$ cat src/rtl/touch_conv_params.svh
// Register offsets, field positions, reset values and clock rates of the converter control
`ifndef TOUCH_CONV_PARAMS_SVH
`define TOUCH_CONV_PARAMS_SVH
`define TC_CTRL_OFFSET   12'h000
`define TC_SAMPLE_OFFSET 12'h004
`define TC_RES_X_OFFSET  12'h010
`define TC_PEN_BIT       15
`define TC_HALT_BIT      14
`define TC_SEL_HI        13
`define TC_SEL_LO        10
`define TC_RES_HI        9
`define TC_RES_LO        8
`define TC_AVG_HI        7
`define TC_AVG_LO        6
`define TC_CLK_HI        5
`define TC_CLK_LO        4
`define TC_FILT_BIT      0
`define TC_CTRL_RESET    16'h0000
`define TC_SYS_CLK_MHZ   50
`define TC_CONV_MHZ_MAX  8
`endif

$ cat src/rtl/touch_conv_pkg.sv
// Types shared by the converter control design
package touch_conv_pkg;
    typedef enum logic [3:0] {
        SEL_NONE  = 4'h0, SEL_XY    = 4'h1, SEL_XYZ  = 4'h2, SEL_X     = 4'h3,
        SEL_Y     = 4'h4, SEL_Z     = 4'h5, SEL_BATTERY_INPUT_ONE = 4'h6, SEL_BATTERY_INPUT_TWO  = 4'h7,
        SEL_AUX   = 4'h8, SEL_AUXSC = 4'h9, SEL_T1   = 4'ha, SEL_PORT  = 4'hb,
        SEL_T2    = 4'hc, SEL_DRVX  = 4'hd, SEL_RSVD = 4'he, SEL_DRVY  = 4'hf
    } conv_sel_e;
    // Destination index of a result; each has its own result word
    typedef enum logic [3:0] {
        CH_X = 4'h0, CH_Y = 4'h1, CH_Z1 = 4'h2, CH_Z2 = 4'h3, CH_BATTERY_INPUT_ONE = 4'h4,
        CH_BATTERY_INPUT_TWO = 4'h5, CH_AUX = 4'h6, CH_T1 = 4'h7, CH_T2 = 4'h8
    } chan_e;
    typedef enum logic [3:0] {
        ST_IDLE = 4'b0001, ST_CONV = 4'b0010, ST_FILT = 4'b0100, ST_NEXT = 4'b1000
    } ctl_state_e;
endpackage
$ cat src/rtl/touch_conv_ctrl.sv
// Touch-panel converter control register, sequencer, filters and APB slave
`include "touch_conv_params.svh"
module touch_conv_ctrl #(
    parameter int MAX_SAMPLES = 16
) (
    // Clock and reset
    input  wire logic        clock,
    input  wire logic        nrst,
    // APB slave
    input  wire logic        psel,
    input  wire logic        penable,
    input  wire logic        pwrite,
    input  wire logic [11:0] paddr,
    input  wire logic [31:0] pwdata,
    output logic             pready,
    output logic [31:0]      prdata,
    output logic             pslverr,
    // Panel and analogue side
    input  wire logic        pen_down,
    input  wire logic [11:0] adc_sample,
    output logic             x_drivers_on,
    output logic             y_drivers_on,
    output logic             conv_active,
    output logic [3:0]       conv_channel,
    output logic             converter_powered,
    output logic             result_strobe
);
    logic [15:0] ctrl_q;
    logic [11:0] res_q [9];
    logic        pen_m_q, pen_s_q;
    logic [11:0] smp_m_q, smp_s_q;
    touch_conv_pkg::ctl_state_e st_q;
    logic [3:0]  chan_q, first_q;
    logic [7:0]  tick_q, clk_div_q;
    logic [4:0]  bits_left_q;
    logic [4:0]  cnt_q;
    logic [11:0] buf_q [MAX_SAMPLES];
    logic        wr_ctrl, stop_req, seq_ok;
    logic [3:0]  sel;
    logic [4:0]  nsamp;
    logic [11:0] filt_val;

    // Number of system clocks per conversion clock period
    function automatic logic [7:0] clk_div(input logic [1:0] f);
        clk_div = 8'((`TC_SYS_CLK_MHZ * (1 << f) + `TC_CONV_MHZ_MAX - 1) / `TC_CONV_MHZ_MAX);
    endfunction
    function automatic logic [4:0] res_bits(input logic [1:0] r);
        case (r)
            2'h1:    res_bits = 5'h08;
            2'h2:    res_bits = 5'h0a;
            default: res_bits = 5'h0c;
        endcase
    endfunction
    function automatic logic [4:0] samples(input logic [1:0] a, input logic med);
        case (a)
            2'h1:    samples = med ? 5'h05 : 5'h04;
            2'h2:    samples = med ? 5'h09 : 5'h08;
            2'h3:    samples = med ? 5'h0f : 5'h10;
            default: samples = 5'h01;
        endcase
    endfunction
    // First channel of a sequence, or none for codes without conversion
    function automatic logic [3:0] first_ch(input logic [3:0] s);
        case (s)
            4'h1, 4'h2, 4'h3: first_ch = touch_conv_pkg::CH_X;
            4'h4:             first_ch = touch_conv_pkg::CH_Y;
            4'h5:             first_ch = touch_conv_pkg::CH_Z1;
            4'h6, 4'hb:       first_ch = touch_conv_pkg::CH_BATTERY_INPUT_ONE;
            4'h7:             first_ch = touch_conv_pkg::CH_BATTERY_INPUT_TWO;
            4'h8, 4'h9:       first_ch = touch_conv_pkg::CH_AUX;
            4'ha:             first_ch = touch_conv_pkg::CH_T1;
            4'hc:             first_ch = touch_conv_pkg::CH_T2;
            default:          first_ch = 4'hf;
        endcase
    endfunction

    assign sel     = ctrl_q[`TC_SEL_HI:`TC_SEL_LO];
    assign nsamp   = samples(ctrl_q[`TC_AVG_HI:`TC_AVG_LO], ctrl_q[`TC_FILT_BIT]);
    assign wr_ctrl = psel && penable && pwrite && paddr == `TC_CTRL_OFFSET;
    assign stop_req = wr_ctrl && pwdata[`TC_HALT_BIT];
    // device sequencing waits for touch on panel codes
    assign seq_ok = !ctrl_q[`TC_PEN_BIT] || pen_s_q || sel > 4'h5;

    // Pen and sample come from the analogue domain
    always_ff @(posedge clock or negedge nrst) begin
        if (!nrst) begin
            pen_m_q <= 1'b0;
            pen_s_q <= 1'b0;
            smp_m_q <= 12'h000;
            smp_s_q <= 12'h000;
        end else begin
            pen_m_q <= pen_down;
            pen_s_q <= pen_m_q;
            smp_m_q <= adc_sample;
            smp_s_q <= smp_m_q;
        end
    end

    // Control register; a stop also clears the select code
    always_ff @(posedge clock or negedge nrst) begin
        if (!nrst) begin
            ctrl_q <= `TC_CTRL_RESET;
        end else if (wr_ctrl) begin
            ctrl_q <= pwdata[15:0];
            if (pwdata[`TC_HALT_BIT]) begin
                ctrl_q[`TC_SEL_HI:`TC_SEL_LO] <= 4'h0;
            end
        end else if (st_q == touch_conv_pkg::ST_NEXT && (chan_q == 4'hf
                     || (chan_q == 4'he && sel != 4'h9 && !pen_s_q))) begin
            ctrl_q[`TC_SEL_HI:`TC_SEL_LO] <= 4'h0;
        end
    end

    // mean or median of the samples
    always_comb begin
        logic [15:0] sum;
        logic [4:0]  below;
        sum = 16'h0000;
        below = 5'h00;
        filt_val = buf_q[0];
        for (int i = 0; i < MAX_SAMPLES; i++) begin
            if (5'(i) < nsamp) begin
                sum = sum + 16'(buf_q[i]);
            end
        end
        if (!ctrl_q[`TC_FILT_BIT]) begin
            case (nsamp)
                5'h04:   filt_val = sum[13:2];
                5'h08:   filt_val = sum[14:3];
                5'h10:   filt_val = sum[15:4];
                default: filt_val = sum[11:0];
            endcase
        end else begin
            for (int i = 0; i < MAX_SAMPLES; i++) begin
                below = 5'h00;
                for (int j = 0; j < MAX_SAMPLES; j++) begin
                    if (5'(j) < nsamp && (buf_q[j] < buf_q[i] || (buf_q[j] == buf_q[i] && j < i))) begin
                        below = below + 5'h01;
                    end
                end
                if (5'(i) < nsamp && below == (nsamp >> 1)) begin
                    filt_val = buf_q[i];
                end
            end
        end
    end

    // Sequencer
    always_ff @(posedge clock or negedge nrst) begin
        if (!nrst) begin
            st_q        <= touch_conv_pkg::ST_IDLE;
            chan_q      <= 4'h0;
            first_q     <= 4'h0;
            tick_q      <= 8'h00;
            clk_div_q   <= 8'h01;
            bits_left_q <= 5'h00;
            cnt_q       <= 5'h00;
        end else if (stop_req) begin
            st_q <= touch_conv_pkg::ST_IDLE;
        end else begin
            case (st_q)
                touch_conv_pkg::ST_IDLE: begin
                    // code 1110 and driver codes start nothing
                    if (first_ch(sel) != 4'hf && !ctrl_q[`TC_HALT_BIT] && seq_ok) begin
                        chan_q      <= first_ch(sel);
                        first_q     <= first_ch(sel);
                        cnt_q       <= 5'h00;
                        tick_q      <= 8'h00;
                        clk_div_q   <= clk_div(ctrl_q[`TC_CLK_HI:`TC_CLK_LO]);
                        bits_left_q <= res_bits(ctrl_q[`TC_RES_HI:`TC_RES_LO]) + 5'h04;
                        st_q        <= touch_conv_pkg::ST_CONV;
                    end
                end
                touch_conv_pkg::ST_CONV: begin
                    if (tick_q == clk_div_q - 8'h01) begin
                        tick_q <= 8'h00;
                        if (bits_left_q == 5'h01) begin
                            cnt_q <= cnt_q + 5'h01;
                            if (cnt_q + 5'h01 >= nsamp) begin
                                st_q <= touch_conv_pkg::ST_FILT;
                            end else begin
                                bits_left_q <= res_bits(ctrl_q[`TC_RES_HI:`TC_RES_LO]) + 5'h04;
                            end
                        end else begin
                            bits_left_q <= bits_left_q - 5'h01;
                        end
                    end else begin
                        tick_q <= tick_q + 8'h01;
                    end
                end
                touch_conv_pkg::ST_FILT: begin
                    st_q <= touch_conv_pkg::ST_NEXT;
                    case (sel)
                        4'h1: chan_q <= chan_q == 4'h0 ? 4'h1 : 4'he;
                        4'h2: chan_q <= chan_q == 4'h3 ? 4'he : chan_q + 4'h1;
                        4'h5: chan_q <= chan_q == 4'h2 ? 4'h3 : 4'hf;
                        4'hb: chan_q <= chan_q == 4'h4 ? 4'h5 : (chan_q == 4'h5 ? 4'h6 : 4'hf);
                        4'h9: chan_q <= 4'he;
                        default: chan_q <= 4'hf;
                    endcase
                end
                touch_conv_pkg::ST_NEXT: begin
                    cnt_q       <= 5'h00;
                    bits_left_q <= res_bits(ctrl_q[`TC_RES_HI:`TC_RES_LO]) + 5'h04;
                    st_q        <= touch_conv_pkg::ST_CONV;
                    if (chan_q == 4'hf) begin
                        st_q <= touch_conv_pkg::ST_IDLE;
                    end else if (chan_q == 4'he) begin
                        chan_q <= first_q;
                        if (sel != 4'h9 && !pen_s_q) begin
                            st_q <= touch_conv_pkg::ST_IDLE;
                        end
                    end
                end
                default: st_q <= touch_conv_pkg::ST_IDLE;
            endcase
        end
    end

    // Sample capture and result words
    always_ff @(posedge clock or negedge nrst) begin
        if (!nrst) begin
            for (int i = 0; i < MAX_SAMPLES; i++) begin
                buf_q[i] <= 12'h000;
            end
            for (int i = 0; i < 9; i++) begin
                res_q[i] <= 12'h000;
            end
        end else begin
            if (st_q == touch_conv_pkg::ST_CONV && tick_q == clk_div_q - 8'h01
                && bits_left_q == 5'h01) begin
                case (ctrl_q[`TC_RES_HI:`TC_RES_LO])
                    2'h1:    buf_q[cnt_q[3:0]] <= {4'h0, smp_s_q[11:4]};
                    2'h2:    buf_q[cnt_q[3:0]] <= {2'h0, smp_s_q[11:2]};
                    default: buf_q[cnt_q[3:0]] <= smp_s_q;
                endcase
            end
            if (st_q == touch_conv_pkg::ST_FILT) begin
                res_q[chan_q] <= filt_val;
            end
        end
    end

    // drivers follow select code when not halted
    assign x_drivers_on      = sel == 4'hd && !ctrl_q[`TC_HALT_BIT];
    assign y_drivers_on      = sel == 4'hf && !ctrl_q[`TC_HALT_BIT];
    assign conv_active       = st_q != touch_conv_pkg::ST_IDLE;
    assign conv_channel      = chan_q;
    assign converter_powered = !ctrl_q[`TC_HALT_BIT];
    assign result_strobe     = st_q == touch_conv_pkg::ST_FILT;

    // APB: zero wait states, unmapped reads zero with error
    assign pready = 1'b1;
    always_comb begin
        prdata  = 32'h0000_0000;
        pslverr = 1'b0;
        if (paddr == `TC_CTRL_OFFSET) begin
            prdata[15:0] = ctrl_q;
            prdata[`TC_PEN_BIT]  = pen_s_q;
            prdata[`TC_HALT_BIT] = st_q == touch_conv_pkg::ST_IDLE;
        end else if (paddr == `TC_SAMPLE_OFFSET) begin
            prdata[11:0] = smp_s_q;
        end else if (paddr >= `TC_RES_X_OFFSET && paddr < `TC_RES_X_OFFSET + 12'h024
                     && paddr[1:0] == 2'h0) begin
            prdata[11:0] = res_q[4'(paddr[5:2] - 4'h4)];
        end else begin
            pslverr = psel && penable;
        end
    end

    chk_busy_read: assert property (@(posedge clock) disable iff (!nrst)
        paddr == `TC_CTRL_OFFSET |-> prdata[`TC_HALT_BIT] == !conv_active)
        else $error("busy state inconsistent");
    chk_halt_stop: assert property (@(posedge clock) disable iff (!nrst)
        stop_req |=> st_q == touch_conv_pkg::ST_IDLE && !converter_powered)
        else $error("halt did not stop conversion");
    chk_rsvd_idle: assert property (@(posedge clock) disable iff (!nrst)
        sel == 4'he |-> !x_drivers_on && !y_drivers_on)
        else $error("drivers on for reserved code");
    chk_drv_excl: assert property (@(posedge clock) disable iff (!nrst)
        !(x_drivers_on && y_drivers_on))
        else $error("both drivers on");
    chk_clk_readback: assert property (@(posedge clock) disable iff (!nrst)
        wr_ctrl |=> ctrl_q[5:4] == $past(pwdata[5:4]))
        else $error("clock field readback wrong");
    chk_conv_len: assert property (@(posedge clock) disable iff (!nrst)
        $rose(conv_active) |-> bits_left_q == res_bits($past(ctrl_q[9:8])) + 5'h04)
        else $error("conversion length wrong");
    chk_pen_read: assert property (@(posedge clock) disable iff (!nrst)
        paddr == `TC_CTRL_OFFSET |-> prdata[15] == pen_s_q)
        else $error("pen bit readback wrong");
    chk_single_end: assert property (@(posedge clock) disable iff (!nrst)
        st_q == touch_conv_pkg::ST_FILT && (sel == 4'h3 || sel == 4'h4) && !stop_req
        |=> chan_q == 4'hf)
        else $error("single conversion did not end");
    chk_scan_stop: assert property (@(posedge clock) disable iff (!nrst)
        st_q == touch_conv_pkg::ST_NEXT && chan_q == 4'he && sel != 4'h9 && !pen_s_q
        && !wr_ctrl |=> !conv_active && sel == 4'h0)
        else $error("scan kept running after pen lift");
    chk_aux_repeat: assert property (@(posedge clock) disable iff (!nrst)
        st_q == touch_conv_pkg::ST_NEXT && sel == 4'h9 && chan_q == 4'he && !stop_req
        |=> st_q == touch_conv_pkg::ST_CONV)
        else $error("auxiliary scan did not repeat");
    chk_port_walk: assert property (@(posedge clock) disable iff (!nrst)
        st_q == touch_conv_pkg::ST_FILT && sel == 4'hb && chan_q == 4'h4 && !stop_req
        |=> chan_q == 4'h5)
        else $error("port scan skipped a channel");
    chk_z_pair: assert property (@(posedge clock) disable iff (!nrst)
        st_q == touch_conv_pkg::ST_FILT && sel == 4'h5 && chan_q == 4'h3 && !stop_req
        |=> chan_q == 4'hf)
        else $error("pressure pair did not end");
    chk_halt_idle: assert property (@(posedge clock) disable iff (!nrst)
        ctrl_q[`TC_HALT_BIT] && !conv_active |=> !conv_active)
        else $error("conversion started while halted");
    chk_pen_wait: assert property (@(posedge clock) disable iff (!nrst)
        ctrl_q[`TC_PEN_BIT] && !conv_active && sel <= 4'h5 && !pen_s_q |=> !conv_active)
        else $error("panel conversion started without touch");
    chk_strobe_pulse: assert property (@(posedge clock) disable iff (!nrst)
        result_strobe |=> !result_strobe)
        else $error("result strobe longer than one cycle");
    chk_clock_div: assert property (@(posedge clock) disable iff (!nrst)
        $rose(conv_active) |-> clk_div_q == clk_div($past(ctrl_q[`TC_CLK_HI:`TC_CLK_LO])))
        else $error("conversion clock divider wrong");
    chk_rsvd_nostart: assert property (@(posedge clock) disable iff (!nrst)
        sel == 4'he && !conv_active |=> !conv_active)
        else $error("reserved code started a conversion");
endmodule

$ cat config.mk
export PLATFORM = sky130hd
export DESIGN_NAME = touch_conv_ctrl
export DESIGN_NICKNAME = d
export VERILOG_FILES = /design/src/rtl/touch_conv_pkg.sv /design/src/rtl/touch_conv_ctrl.sv
export VERILOG_INCLUDE_DIRS = /design/src /design/src/rtl
export SDC_FILE = /design/constraint.sdc
export NUM_CORES = 2
export LEC_CHECK = 0
export ABC_CLOCK_PERIOD_IN_PS = 18800
export BUFFER_PORTS_ARGS = -buffer_cell sky130_fd_sc_hd__buf_2
export CELL_PAD_IN_SITES_DETAIL_PLACEMENT = 1
export CELL_PAD_IN_SITES_GLOBAL_PLACEMENT = 1
export CORE_AREA = 2 2 350 490
export DETAILED_ROUTE_END_ITERATION = 8
export DIE_AREA = 0 0 352 492
export GPL_TIMING_DRIVEN = 0
export HOLD_SLACK_MARGIN = 0.08
export PLACE_DENSITY_LB_ADDON = 0.1
export RECOVER_POWER = 50
export SLEW_MARGIN = 20
export SYNTH_ARGS = -nofsm -noshare
export SYNTH_HDL_FRONTEND = slang
export SYNTH_SLANG_ARGS = --single-unit
$ cat constraint.sdc
create_clock -name clock -period 18.8 [get_ports clock]
set_input_delay 2.82 -clock clock [delete_from_list [all_inputs] [get_ports clock]]
set_output_delay 2.82 -clock clock [all_outputs]
set_load 0.02 [all_outputs]
# After elaboration in Yosys (flattened, before gate mapping)
# Memory sizes are Yosys's and may differ from the RTL's. A register that Yosys moved wholly into a read port is not among the register bits.
# Cells that the tools add are included.
totals:
  register_bits: 376
  rom_bits: 192
  out_inout_bits: 43
  word_cells: 1737
  memories: 3
memory_table:
  columns: ["memory", "depth", "word_bits", "read_ports", "rd_clocked_by_memory_dff", "write_ports", "line", "source"]
  rows:
  - ["(no name shown)", 16, 4, 1, 0, 0, "touch_conv_ctrl.sv:64", "case (s)"]
  - ["(no name shown)", 16, 4, 1, 0, 0, "touch_conv_ctrl.sv:64", null]
  - ["(no name shown)", 16, 4, 1, 1, 0, "touch_conv_ctrl.sv:64", null]
classes:
  addsub: 252
  mul: 1
  order_cmp: 265
  n_eq_ne: 176
  shifts: 1
  n_mux: 583
  n_bitwise: 5
  n_reduce_logical: 414
ops:
  columns: ["op", "n"]
  rows:
  - ["< comparator 12 bit", 240]
  - ["two-way mux 5 bit", 483]
  - ["== test 12 bit", 120]
  - ["adder 5 x 1 -> 5 bit (second input constant)", 226]
  - ["bitwise mux 192 bit", 3]
  - ["one-hot mux 192 bit (2 select lines)", 1]
  - ["two-way mux 12 bit", 24]
  - ["logical AND 1 bit", 273]
  - ["adder 16 x 12 -> 16 bit", 15]
  - ["two-way mux 16 bit", 15]
  - ["logical OR 1 bit", 123]
  - ["bitwise mux 108 bit", 1]
  - ["demux 12 bit (select 4 bit)", 2]
  - ["two-way mux 4 bit", 19]
  - ["== test 5 x 4 -> 1 bit", 15]
  - ["binary-select mux 12 bit (select 4 bit)", 1]
  - ["one-hot mux 5 bit (3 select lines)", 3]
  - ["< comparator 4 x 5 -> 1 bit (first input constant)", 8]
  - ["one-hot mux 12 bit (3 select lines)", 1]
  - ["adder 32 x 5 -> 32 bit (second input constant)", 1]
  - ["multiplier 6 x 32 -> 31 bit (first input constant)", 1]
  - ["<< shifter 1 x 2 -> 32 bit (first input constant)", 1]
  - ["subtractor 32 x 2 -> 32 bit (second input constant)", 1]
  - ["== test 4 bit (second input constant)", 7]
  - ["53 further kinds", 113]

# Longest topological paths before layout
depth:
  ltp_word: 70
  ltp_mapped: 92

# Worst setup path after synthesis
# No wires, ideal clock.
synth_path:
  path_type: "flip-flop to flip-flop"
  start: "register ctrl_q[6]"
  end: "register res_q[106] (netlist name)"
  setup_ps: 66
  arrival_ps: 15950
  setup_slack_ps: 2785
  path_stages_with_launch: 89
  synth_period_minus_slack_ps: 16015
  path_cell_list: "dfrtp_1 -> buf_4 -> nor2_4 -> buf_6 -> buf_6 -> buf_6 -> buf_6 -> buf_4 -> clkbuf_1 -> clkbuf_1 -> buf_1 -> clkbuf_1 -> clkbuf_1 -> o21ai_0 -> ha_1 -> inv_1 -> fa_1 -> a21oi_1 -> [53 not listed] -> xor2_1 -> o21ai_0 -> ha_1 -> xor2_1 -> o21ai_0 -> ha_1 -> xor2_1 -> o21ai_0 -> ha_1 -> o21ai_0 -> a21oi_1 -> nor4b_1 -> mux2i_1 -> xnor3_1 -> a221oi_1 -> nor2_1 -> a311oi_4 -> mux2_2"
synth_between:
  elab_chain_len: 70
  word_cells_on_any_way: 1047
synth_rtl:
  columns: ["item", "line", "source"]
  rows:
  - ["start, declared", "touch_conv_ctrl.sv:28", "logic [15:0] ctrl_q;"]
  - ["start signal, assigned", "touch_conv_ctrl.sv:102", "ctrl_q <= `TC_CTRL_RESET;"]
  - ["start signal, assigned", "touch_conv_ctrl.sv:104", "ctrl_q <= pwdata[15:0];"]
  - ["== test 2 bit or == test 2 x 1 -> 1 bit (tied branches)", "touch_conv_ctrl.sv:55", "case (a)"]
  - ["one-hot mux 5 bit (3 select lines) (*)", "touch_conv_ctrl.sv:55", null]
  - ["branches (longest 66 deep; another with adder 16 x 12 -> 16 bit)", null, null]
  - ["two-way mux 12 bit (*)", "touch_conv_ctrl.sv:126", "if (!ctrl_q[`TC_FILT_BIT]) begin"]
  - ["bitwise mux 108 bit (*)", "touch_conv_ctrl.sv:239", "res_q[chan_q] <= filt_val;"]
  - ["end signal, assigned by index", "touch_conv_ctrl.sv:239", null]
  - ["end, declared", "touch_conv_ctrl.sv:29", "logic [11:0] res_q [9];"]
# Mark *: on every way between the ends. The select of a mux whose other input is x is not followed.
# A chain may end at the register's enable or synchronous reset.

# Worst setup path in the final report
layout_path:
  start: "register ctrl_q[7]"
  end: "register res_q[10] (netlist name)"
# The elaborated chain is that of the path after synthesis.

==> flow_summary.toml <==
[finish]
nNetsFinal = 12500
multi_input_area_um2 = 71900
nFillCells = 20600
area_delta_synth_final_pct = 8.72
regArea_um2 = 9620
drive_above_1_share_pct = 8.62

[timing]
period_share_pct = 98.7
hold_viol_final = 0
relSlewSlack_pct = -241
fmax_mhz = 53.9
period_needed_ps = 18560
finClkSkew_ps = 40.6
setup_viol = 0
maxSlewViolCount = 397
worst_slew_pin_slew_ps = 5120
holdWs_ps = 349

[grt]
grt_pass1_wl_um = 665000
grt_usage_pct = 52.7
grt_max_degree = 95
grt_pass1_vias = 95700
antenna_found_initial = 46
gr-total-overflow = 0

[drt]
wirelength_um = 472000
drtAntennaViolNets = 0
drt_iter0_drc = 9381
vias = 94200
avgViaCountPerCell = 7.30
route.detailed.drc = 0
drtPass1Iterations = 7
wl_per_cell_um = 36.6

[synthesis]
synthXorXnorAreaFrac_pct = 9.99
ys.flop_type = "dfrtp_1"
synth.distinct_cells = 141
synth_edf_count = 0
synth_fa_ha_area_share_pct = 27.9
synth_area_um2 = 84000
synthSimpleGateAreaFrac_pct = 19.3
synth.ff_latch_count = 380
synth_top_family_by_area = "adder cells"
synth_compound_area_share_pct = 24.9
netlist_instances = 10400
synth.area.mux_share_pct = 2.73
yosysSeqAreaShare_pct = 11.3
async_flop_share_pct = 100
syn_area_per_cell_um2 = 8.11
yosysWarnings = 0

[setup_path]
critPathMaxStageDelay_ps = 740
crit_buf_inv = 18
cp-end-kind = "flop"
worstSetupStartpoint = "ctrl_q[7]"
required_ps = 19340
crit_type = "flop to flop"
cpMaxStageDelayCell = "a21oi_1"
path_max_fanout = 15
reg2reg_from = "ctrl_q[7]"
path_delay_family = "buffers and inverters"
worstSetupStartpointType = "flop"
rrSetupSlack_ps = 240
cp.arrival_ps = 19100

[die]
row_count = 179
die_w_um = 352
io_pins = 105
die_h_um = 492
core_um2 = 169000
initial_utilization_pct = 49.7
dieArea_um2 = 173000

[power]
total_power_mw = 2.03
power.density_nw_per_um2 = 22.2
ir_worst_vdd_uv = 80.8
p_leak_nw = 43.7

[place]
gp_congestion = 1.05
dpl.hpwl_um = 357000
io_buffers = 69

[cts]
clock_latency_ps = 610
htree_levels = 2
holdBufCountCts = 0
cts_tree = "yes"
clock-sinks = 380
cts_root_buf = "clkbuf_16"
clkTransAtPathRegs_ps = 80
clockBufferDepth = 3
numCtsBuffers = 36

[status]
violations = "capacitance limit, slew limit"
status = "complete, but fails checks"

[min_path]
hold_start = "smp_m_q[1]"
hold_class = "flop to flop"

[job]
maxCapViolCount = 6
cells by family (layout without fill, tap and decap cells):
| kind of cell | after synthesis | after routing |
|---|---|---|
| xor+xnor | 746 | 746 |
| compound gates | 3159 | 3159 |
| other cells | 2 | 62 |
| simple gates | 3209 | 3209 |
| fa+ha+maj | 1862 | 1862 |
| mux | 187 | 187 |
| flops | 380 | 380 |
| buf+inv | 807 | 1041 |
power breakdown:
part	total, mW	internal, mW	switching [mW]
registers	0.859	0.835	0.0237
clock network	0.843	0.453	0.389
logic	0.330	0.113	0.216
total	2.03	1.40	0.629
cell usage after synthesis, drive strengths merged (136+ instances only):
library cell / instances / area, µm²
o21ai: 676 / 3420
nand3: 201 / 1020
nand4: 383 / 2410
a21o: 356 / 2670
a21oi: 845 / 4280
clkbuf: 185 / 708
ha: 1846 / 23100
nand2b: 144 / 903
nor2b: 194 / 1210
xnor2: 437 / 4220
inv: 516 / 1940
o211ai: 136 / 1030
nor3: 180 / 937
dfrtp: 378 / 9460
xor2: 213 / 1980
nor2: 616 / 2330
nand2: 932 / 3500
worst register-to-register path: cells and delay by family, from the launching register on:
family,cells,cell delay [ps]
flip-flops,1,480
AND/OR/NAND/NOR,10,1480
buffers and inverters,18,5920
adder cells (fa/ha/maj),11,4030
XOR/XNOR,7,1360
AO/OA/AOI/OAI,22,4930
multiplexers,2,330
placed cells by master, fill, tap and decap left out, types with 119 or more instances in the layout:
master,count
nand2_1,931
xnor2_1,399
a21o_1,355
o21ai_0,582
dfrtp_1,294
a21oi_1,821
nand3_1,199
nor3_1,165
nand2b_1,143
xor2_1,201
inv_1,475
nor2b_1,194
nand4_1,381
clkbuf_1,142
a22o_1,119
o211ai_1,135
ha_1,1842
nor2_1,606
flip-flops by register name (all words and copies together), names as in the netlist, 4 cells and up:
| name | flops |
|---|---|
| smp_s_q | 12 |
| cnt_q | 5 |
| first_q | 4 |
| conv_channel | 4 |
| res_q | 108 |
| smp_m_q | 12 |
| clk_div_q | 8 |
| ctrl_q | 16 |
| st_q | 4 |
| bits_left_q | 5 |
| buf_q | 192 |
| tick_q | 8 |
layout make-up:
| class | count | share of cell area [%] |
|---|---|---|
| Antenna cell | 45 | 0.123 |
| Buffer | 280 | 1.59 |
| Clock buffer | 50 | 1.14 |
| Clock inverter | 15 | 0.263 |
| Inverter | 518 | 2.13 |
| Multi-Input combinational cell | 9180 | 78.8 |
| Sequential cell | 380 | 10.5 |
| Tap cell | 2262 | 3.10 |
| Timing Repair Buffer | 178 | 2.34 |
per-layer routing:
layer	vias to the layer above	track usage [%]	wire length [µm]
met5	-	0.667	249
met3	2749	18.5	55100
met4	28	57.5	64800
met2	6055	79.1	196000
li1	39500	-	-
met1	45900	54.7	156000
per-stage QoR:
step | instance area (µm²) | worst slack, ps | util (%) | setup TNS [ps] | std cells
6_report | 91300 | 242 | 54.0 | 0 | 12900
5_1_grt | 91200 | -101 | 54.0 | -832 | 12900
4_1_cts | 90700 | 3.86 | 53.7 | 0 | 12800
3_5_place_dp | 89200 | -4750 | 52.8 | -346270 | 12800
3_3_place_gp | 87200 | -5740 | 51.6 | -453460 | 12700
2_1_floorplan | 84000 | 2780 | - | 0 | 10400
final timing paths:
check                        endpoint  depth (start not counted)
setup / recovery            res_q[10]                         70
hold / removal             smp_s_q[1]                          0
setup reg to reg            res_q[10]                         70
hold reg to reg            smp_s_q[1]                          0
max in group asynchronous  buf_q[183]                          4
min in group asynchronous    buf_q[0]                          1
repair_timing:
action,4_1_cts,5_1_grt
buffers inserted,4,17
cloned,1,1
resized for setup,49,73
endpoints found under the setup margin,108,80
pin swaps,4,13
Power figures use the tool's default switching activity.
